**config.mk**
```make
export PLATFORM = sky130hd
export DESIGN_NAME = scrs_sequencer
export DESIGN_NICKNAME = d
export VERILOG_FILES = /design/src/scrs_sequencer.v
export VERILOG_INCLUDE_DIRS = /design/src /design/src/src
export SDC_FILE = /design/constraint.sdc
export NUM_CORES = 1
export LEC_CHECK = 0
export BUFFER_PORTS_ARGS = -buffer_cell sky130_fd_sc_hd__buf_2
export CAP_MARGIN = 20
export CORE_ASPECT_RATIO = 0.8
export CORE_MARGIN = 8
export CORE_UTILIZATION = 33
export CTS_BUF_LIST = sky130_fd_sc_hd__clkbuf_16
export CTS_CLUSTER_DIAMETER = 40
export CTS_CLUSTER_SIZE = 16
export DETAILED_ROUTE_END_ITERATION = 6
export PLACE_DENSITY = 0.69
export SLEW_MARGIN = 20
export SYNTH_ARGS = -nofsm -noshare
export SYNTH_HDL_FRONTEND = slang
export SYNTH_SLANG_ARGS = --single-unit
```
**constraint.sdc**
```tcl
create_clock -name mclk -period 3 [get_ports mclk]
set_input_delay 0.15 -clock mclk [delete_from_list [all_inputs] [get_ports mclk]]
set_output_delay 0.15 -clock mclk [all_outputs]
set_load 0.05 [all_outputs]
```
**src/scrs_regs.vh**
```
`ifndef SCRS_REGS_VH
`define SCRS_REGS_VH

// Register byte offsets on the AXI4-Lite bus.
`define SCRS_OFF_PMC        12'h000
`define SCRS_OFF_RUNRST     12'h004
`define SCRS_OFF_STATUS     12'h008

// Power management control fields: multiplier in [6:0], divider in [9:8].
`define SCRS_PMC_MULT_LSB   0
`define SCRS_PMC_MULT_W     7
`define SCRS_PMC_DIV_LSB    8
`define SCRS_PMC_DIV_W      2
`define SCRS_PMC_RESET      32'h00000008

// Running reset control: bit 0 turns the shared pin into an input.
`define SCRS_RUNRST_EN_BIT  0

// Startup ratio pin codes.
`define SCRS_RATIO_8        2'h0
`define SCRS_RATIO_32       2'h1
`define SCRS_RATIO_16       2'h2
`define SCRS_RATIO_RSVD     2'h3

// Lock wait in input clock cycles.
`define SCRS_LOCK_CYCLES    4096

// AXI response codes.
`define SCRS_RESP_OKAY      2'h0
`define SCRS_RESP_SLVERR    2'h2

`endif

```
**src/scrs_sequencer.v**
```verilog
// Behaviour
// - Ratio pins pick startup multiplier 8, 32, 16.
// - Software may rewrite multiplier/divider after reset.
// - Hold core 4096 cycles, then start at vector.
// - Shared pin outputs reset unless control bit set.
//
// The AXI4-Lite register port and the placing of the registers are this design's own decisions.
`include "scrs_regs.vh"
`timescale 1ns/10ps
`default_nettype none

module scrs_sequencer #(
	parameter LOCK_CYCLES = `SCRS_LOCK_CYCLES,
	parameter VECTOR      = 32'h00000000
) (
	input  wire        mclk,
	input  wire        srst,
	input  wire        reset_in_n,
	input  wire [1:0]  ratio_pins,
	input  wire [2:0]  boot_pins,
	input  wire        shared_pin_in,
	output reg         shared_pin_out,
	output reg         shared_pin_oe,
	output reg         core_reset,
	output reg         core_start,
	output reg  [31:0] start_address,
	output reg  [2:0]  boot_mode,
	output reg  [6:0]  pll_mult,
	output reg  [1:0]  pll_div,
	input  wire [11:0] s_axi_awaddr,
	input  wire        s_axi_awvalid,
	output wire        s_axi_awready,
	input  wire [31:0] s_axi_wdata,
	input  wire [3:0]  s_axi_wstrb,
	input  wire        s_axi_wvalid,
	output wire        s_axi_wready,
	output reg  [1:0]  s_axi_bresp,
	output reg         s_axi_bvalid,
	input  wire        s_axi_bready,
	input  wire [11:0] s_axi_araddr,
	input  wire        s_axi_arvalid,
	output wire        s_axi_arready,
	output reg  [31:0] s_axi_rdata,
	output reg  [1:0]  s_axi_rresp,
	output reg         s_axi_rvalid,
	input  wire        s_axi_rready
);

	localparam ST_RESET = 2'h0;
	localparam ST_LOCK  = 2'h1;
	localparam ST_RUN   = 2'h2;

	reg  [1:0]  state;
	reg  [12:0] lock_count;
	reg  [1:0]  rst_sync;
	reg  [1:0]  run_sync;
	reg  [1:0]  ratio_sync0;
	reg  [1:0]  ratio_sync1;
	reg  [2:0]  boot_sync0;
	reg  [2:0]  boot_sync1;
	reg         runrst_en;
	reg  [11:0] aw_addr;
	reg         aw_held;
	reg  [31:0] w_data;
	reg  [3:0]  w_strb;
	reg         w_held;
	wire        ext_reset;
	wire        run_reset;
	wire        wr_go;
	wire        lock_done;
	wire        next_core_reset;
	wire [31:0] pmc_merged;

	// Ratio code to multiplier; the reserved code falls back to the slowest ratio.
	function [6:0] ratio_mult;
		input [1:0] code;
		begin
			case (code)
				`SCRS_RATIO_8:  ratio_mult = 7'h08;
				`SCRS_RATIO_32: ratio_mult = 7'h20;
				`SCRS_RATIO_16: ratio_mult = 7'h10;
				default:        ratio_mult = 7'h08;
			endcase
		end
	endfunction

	// Byte-lane merge used by the power management register write.
	function [31:0] merge;
		input [31:0] old;
		input [31:0] data;
		input [3:0]  strb;
		integer i;
		begin
			merge = old;
			for (i = 0; i < 4; i = i + 1)
				if (strb[i])
					merge[i*8 +: 8] = data[i*8 +: 8];
		end
	endfunction

	// Every pin input passes two flip-flops before use.
	always @(posedge mclk)
	begin
		rst_sync    <= {rst_sync[0], ~reset_in_n};
		run_sync    <= {run_sync[0], ~shared_pin_in};
		ratio_sync0 <= ratio_pins;
		ratio_sync1 <= ratio_sync0;
		boot_sync0  <= boot_pins;
		boot_sync1  <= boot_sync0;
	end

	assign ext_reset = rst_sync[1];
	assign run_reset = runrst_en & run_sync[1];

	// Next hold value, so the pin enable moves on the same edge as the hold itself.
	assign lock_done       = (state == ST_LOCK) && (lock_count == LOCK_CYCLES - 1);
	assign next_core_reset = srst | ext_reset | run_reset | (core_reset & ~lock_done);

	// Reset, lock wait and run sequence.
	always @(posedge mclk)
	begin
		core_start <= 1'b0;
		if (srst || ext_reset || run_reset)
		begin
			state      <= ST_RESET;
			lock_count <= 13'h0000;
			core_reset <= 1'b1;
			// Boot pins are valid before reset, so they are captured while it is held.
			boot_mode  <= boot_sync1;
		end
		else
		begin
			case (state)
				ST_RESET:
				begin
					state      <= ST_LOCK;
					lock_count <= 13'h0000;
				end
				ST_LOCK:
				begin
					if (lock_done)
					begin
						state         <= ST_RUN;
						core_reset    <= 1'b0;
						core_start    <= 1'b1;
						start_address <= VECTOR;
					end
					else
						lock_count <= lock_count + 13'h0001;
				end
				ST_RUN:
					state <= ST_RUN;
				default:
					state <= ST_RESET;
			endcase
		end
		if (srst)
		begin
			start_address <= 32'h00000000;
			boot_mode     <= 3'h0;
		end
	end

	// Shared pin drives reset low while the core is held, including lock wait, unless running reset is enabled.
	always @(posedge mclk)
	begin
		if (srst)
		begin
			shared_pin_out <= 1'b0;
			shared_pin_oe  <= 1'b1;
		end
		else
		begin
			shared_pin_out <= 1'b0;
			// A registered copy of the hold would lag it by one edge and drive the pin
			// after the core is already running.
			shared_pin_oe  <= ~runrst_en & next_core_reset;
		end
	end

	// Write channel: address and data are taken in either order.
	assign s_axi_awready = ~aw_held & ~s_axi_bvalid;
	assign s_axi_wready  = ~w_held & ~s_axi_bvalid;
	assign wr_go         = aw_held & w_held & ~s_axi_bvalid;

	// Byte-lane merge of a power management write into the current settings.
	assign pmc_merged = merge({22'h0, pll_div, 1'b0, pll_mult}, w_data, w_strb);

	always @(posedge mclk)
	begin
		if (srst)
		begin
			aw_held      <= 1'b0;
			w_held       <= 1'b0;
			aw_addr      <= 12'h000;
			w_data       <= 32'h00000000;
			w_strb       <= 4'h0;
			s_axi_bvalid <= 1'b0;
			s_axi_bresp  <= `SCRS_RESP_OKAY;
			runrst_en    <= 1'b0;
			pll_mult     <= 7'h08;
			pll_div      <= 2'h0;
		end
		else
		begin
			if (s_axi_awvalid && s_axi_awready)
			begin
				aw_held <= 1'b1;
				aw_addr <= s_axi_awaddr;
			end
			if (s_axi_wvalid && s_axi_wready)
			begin
				w_held <= 1'b1;
				w_data <= s_axi_wdata;
				w_strb <= s_axi_wstrb;
			end
			if (s_axi_bvalid && s_axi_bready)
				s_axi_bvalid <= 1'b0;
			// Startup ratio loads the multiplier each time the core is held.
			if (core_reset)
				pll_mult <= ratio_mult(ratio_sync1);
			if (wr_go)
			begin
				aw_held      <= 1'b0;
				w_held       <= 1'b0;
				s_axi_bvalid <= 1'b1;
				s_axi_bresp  <= `SCRS_RESP_OKAY;
				case (aw_addr)
					`SCRS_OFF_PMC:
						// Writes while the core is held are dropped; the pins own the ratio then.
						if (!core_reset)
						begin
							pll_mult <= pmc_merged[`SCRS_PMC_MULT_LSB +: `SCRS_PMC_MULT_W];
							pll_div  <= pmc_merged[`SCRS_PMC_DIV_LSB +: `SCRS_PMC_DIV_W];
						end
					`SCRS_OFF_RUNRST:
						if (w_strb[0])
							runrst_en <= w_data[`SCRS_RUNRST_EN_BIT];
					`SCRS_OFF_STATUS:
						s_axi_bresp <= `SCRS_RESP_OKAY;
					default:
						s_axi_bresp <= `SCRS_RESP_SLVERR;
				endcase
			end
		end
	end

	// Read channel answers one cycle after the address is taken.
	assign s_axi_arready = ~s_axi_rvalid;

	always @(posedge mclk)
	begin
		if (srst)
		begin
			s_axi_rvalid <= 1'b0;
			s_axi_rdata  <= 32'h00000000;
			s_axi_rresp  <= `SCRS_RESP_OKAY;
		end
		else if (s_axi_rvalid)
		begin
			if (s_axi_rready)
				s_axi_rvalid <= 1'b0;
		end
		else if (s_axi_arvalid)
		begin
			s_axi_rvalid <= 1'b1;
			s_axi_rresp  <= `SCRS_RESP_OKAY;
			case (s_axi_araddr)
				`SCRS_OFF_PMC:
					s_axi_rdata <= {22'h0, pll_div, 1'b0, pll_mult};
				`SCRS_OFF_RUNRST:
					s_axi_rdata <= {31'h0, runrst_en};
				`SCRS_OFF_STATUS:
					s_axi_rdata <= {24'h0, boot_mode, ratio_sync1, state, core_reset};
				default:
				begin
					s_axi_rdata <= 32'h00000000;
					s_axi_rresp <= `SCRS_RESP_SLVERR;
				end
			endcase
		end
	end

endmodule // scrs_sequencer

`default_nettype wire

```
==> metrics.cfg <==
[synthesis]
synth_edf_count = 0
ys_seq_area_share_pct = 44.7
ys_warn_count = 0
synthTopCellsByArea = dfxtp_1 (45%), buf_4 (11%), mux2i_1 (4.8%)
syn_area_per_cell_um2 = 9.09
synth_ff_type = dfxtp_1
async_reset_ff_share_pct = 0
yosysTopAreaCell = dfxtp_1
synth_top_cell_area_share_pct = 44.7
synth_cell_types = 52
ys_ff_latch = 84
synth.cell_area_um2 = 3760
synthCells = 414

[layout]
fillCellCount = 1157
multi_input_area_um2 = 1770
finalNonFillerCells = 656
diodes = 0
drive_above_1_share_pct = 23.4
seq_area_um2 = 1680
fin_nets = 582
post-route-util_pct = 39.5
design_area_um2 = 4470
syn_to_final_growth_pct = 18.7

[pwr]
p_seq_share_pct = 45.2
p_clk_share_pct = 39.2
intPower_w = 0.00182
p_switching_w = 0.000810
leakagePower_nw = 1.94
cellPowerDensity_nw_per_um2 = 589
combPwrFrac_pct = 15.6
p_sw_share_pct = 30.8
ir_drop_mv = 0.371

[global_routing]
overflow = 0
grt_max_degree = 52
track_usage_pct = 12.2
antenna_found_initial = 0
grt_pass1_vias = 3100
grt_pass1_wl_mm = 15.0

[routing]
drc = 0
viasPerCell = 4.75
antenna_left = 0
vias = 3116
wl_per_cell_um = 14.2
first_iter_violations = 157
drtPass1Iterations = 4
drt-total-wl_mm = 9.34

[place]
placed_cell_area_um2 = 4110
place_inst = 632
numPortBuffers = 80
place_hpwl_mm = 7.01
place_congestion = 0.786

[timing]
drv_slew = 0
finalClockSkew_ns = 0.00609
max_slew_margin_pct = 45.9
worst_pin_slew_ns = 0.802
timing.final.crit_share_pct = 71.8
setup_violations = 0
timing_hold_violations_final = 0
min_period_ns = 2.15
rsz0062_at_grt = false
fmax_mhz = 464
fin_setup_tns_ns = 0

[worst_setup_path]
critPathRequiredTime_ns = 3.26
crit_buf_inv = 0
crit_cells = 4
worst-r2r-setup-slack_ns = 0.85
slowest_stage = or3b_2
crit_path_max_incr_delay_ns = 0.59
start_kind = flop
crit_path_end_kind = flop
rr_worst_depth = 4
path_max_fanout = 9
worstSetupPathType = reg2reg
crit_chain = nor4_1 -> nand4_1 -> or3b_2 -> a31oi_1
arrival_ns = 2.42
crit_family = simple AND/OR/NAND/NOR gates

[floorplanning]
initial_core_util_pct = 33.3
rows = 35
core-area_um2 = 11300
chipWidth_um = 135
ios = 163
dieArea_um2 = 15100
die_y_um = 112

[clock_tree]
clock_sinks = 84
cts_tree = built
cts_buffers = 9
ctsHtreeMaxLevel = 3
cts_resized = 0
clockBufferDepth = 2
root_buffer = clkbuf_16
clk_pin_slew_worst_paths_ns = 0.06
worstSkewPairLatency_ns = 0.34

[worst_hold_path]
hp-class = in2reg
whs_path_depth = 3

[outcome]
status = complete, no violations

[job]
maxCapViolations = 0

[registers in the layout (all words and copies together) (netlist names), 2 cells and up]
name         flops
boot_sync0       3
rst_sync         2
w_data           9
state            2
lock_count      13
pll_div          2
s_axi_rdata     10
boot_sync1       3
ratio_sync0      2
ratio_sync1      2
w_strb           2
aw_addr         12
boot_mode        3
pll_mult         7
run_sync         2
[metrics by stage]
| stage | worst slack (ns) | hold slack [ns] | total power [W] |
|---|---|---|---|
| global route | 0.618 | 0.0473 | 0.00274 |
| CTS | 0.802 | 0.0406 | 0.00265 |
| global placement | 0.936 | 0.252 | 0.00160 |
| finish | 0.847 | 0.0500 | 0.00263 |
| floorplan | 0.926 | 0.178 | 0.00159 |
| detailed placement | 0.826 | 0.254 | 0.00161 |
[power groups by stage]
| stage | Sequential (W) | Combinational, W | Clock (W) |
|---|---|---|---|
| after floorplan | 0.00123 | 0.000352 | 0 |
| after detailed placement | 0.00121 | 0.000398 | 0 |
| after CTS | 0.00119 | 0.000407 | 0.00105 |
| final | 0.00119 | 0.000409 | 0.00103 |
| after global placement | 0.00121 | 0.000392 | 0 |
| after global routing | 0.00120 | 0.000439 | 0.00110 |
[final timing paths]
path,startpoint,end
setup / recovery,aw_addr[6],pll_mult[5]
hold reg to reg,boot_sync0[2],boot_sync1[2]
hold / removal,s_axi_wdata[8],w_data[8]
setup reg to reg,aw_addr[6],pll_mult[5]
[synthesized netlist by cell type (2+ instances only)]
cell type and instances:
nand2b_1 3, a21oi_1 25, and3_1 3, nand2_1 42
a32oi_1 3, ha_1 5, nand3_1 13, nor3_1 4
dfxtp_1 84, o31ai_1 4, a22oi_1 6, a2bb2oi_1 2
mux2i_1 18, nor2_1 38, nand3b_1 2, inv_1 13
o311ai_0 2, a211oi_1 5, a21o_1 2, nor2b_1 5
nand4_1 5, mux2_2 6, or3b_2 3, or4_1 8
o221a_2 4, a31oi_1 3, and4_1 2, nor4_1 6
o22ai_1 2, clkbuf_1 11, buf_1 2, o2111ai_1 2
o21ai_0 6, buf_4 57
[layer usage]
layer | routed length (um) | global-route usage (%) | vias up
met1 | 3920 | 14.7 | 1444
met3 | 1060 | 4.77 | 8
met4 | 88 | 3.18 | 0
li1 | - | - | 1534
met2 | 4270 | 19.7 | 130
met5 | 0 | 0 | -
[logic make-up after synthesis]
family | share of synthesized area, %
simple gates | 19.3
flops | 44.7
buf+inv | 14.0
compound gates | 13.7
mux | 6.58
fa+ha+maj | 1.66
other cells | 0.0997
[worst register-to-register path, delay by kind of cell, from the launching register on]
kind / cells / cell delay, ns
AO/OA/AOI/OAI: 1 / 0.16
flip-flops: 1 / 0.31
AND/OR/NAND/NOR: 3 / 1.61
[repair_timing]
item	CTS	global route
hold endpoints to repair	8	0
setup endpoints to repair	0	0
hold buffers	8	0
buffers inserted	0	0
[final cells by class]
cell class	instances	share of cell area, %
multi-input combinational	303	39.5
clock inverter	7	1.12
tap	148	4.15
inverter	13	1.09
clock buffer	9	5.04
sequential	84	37.6
timing repair buffer	92	11.4
[placed cells by master (no fill, tap or decap), types with 8 or more instances in the layout]
master | synthesis | routed
clkbuf_16 | 0 | 9
or4_1 | 8 | 8
mux2i_1 | 18 | 18
inv_1 | 13 | 13
nand2_1 | 42 | 42
buf_2 | 0 | 80
dfxtp_1 | 84 | 84
nand3_1 | 13 | 13
nor2_1 | 38 | 38
conb_1 | 1 | 57
dlygate4sd3_1 | 0 | 8
a21oi_1 | 25 | 25
Power figures use the tool's default switching activity.
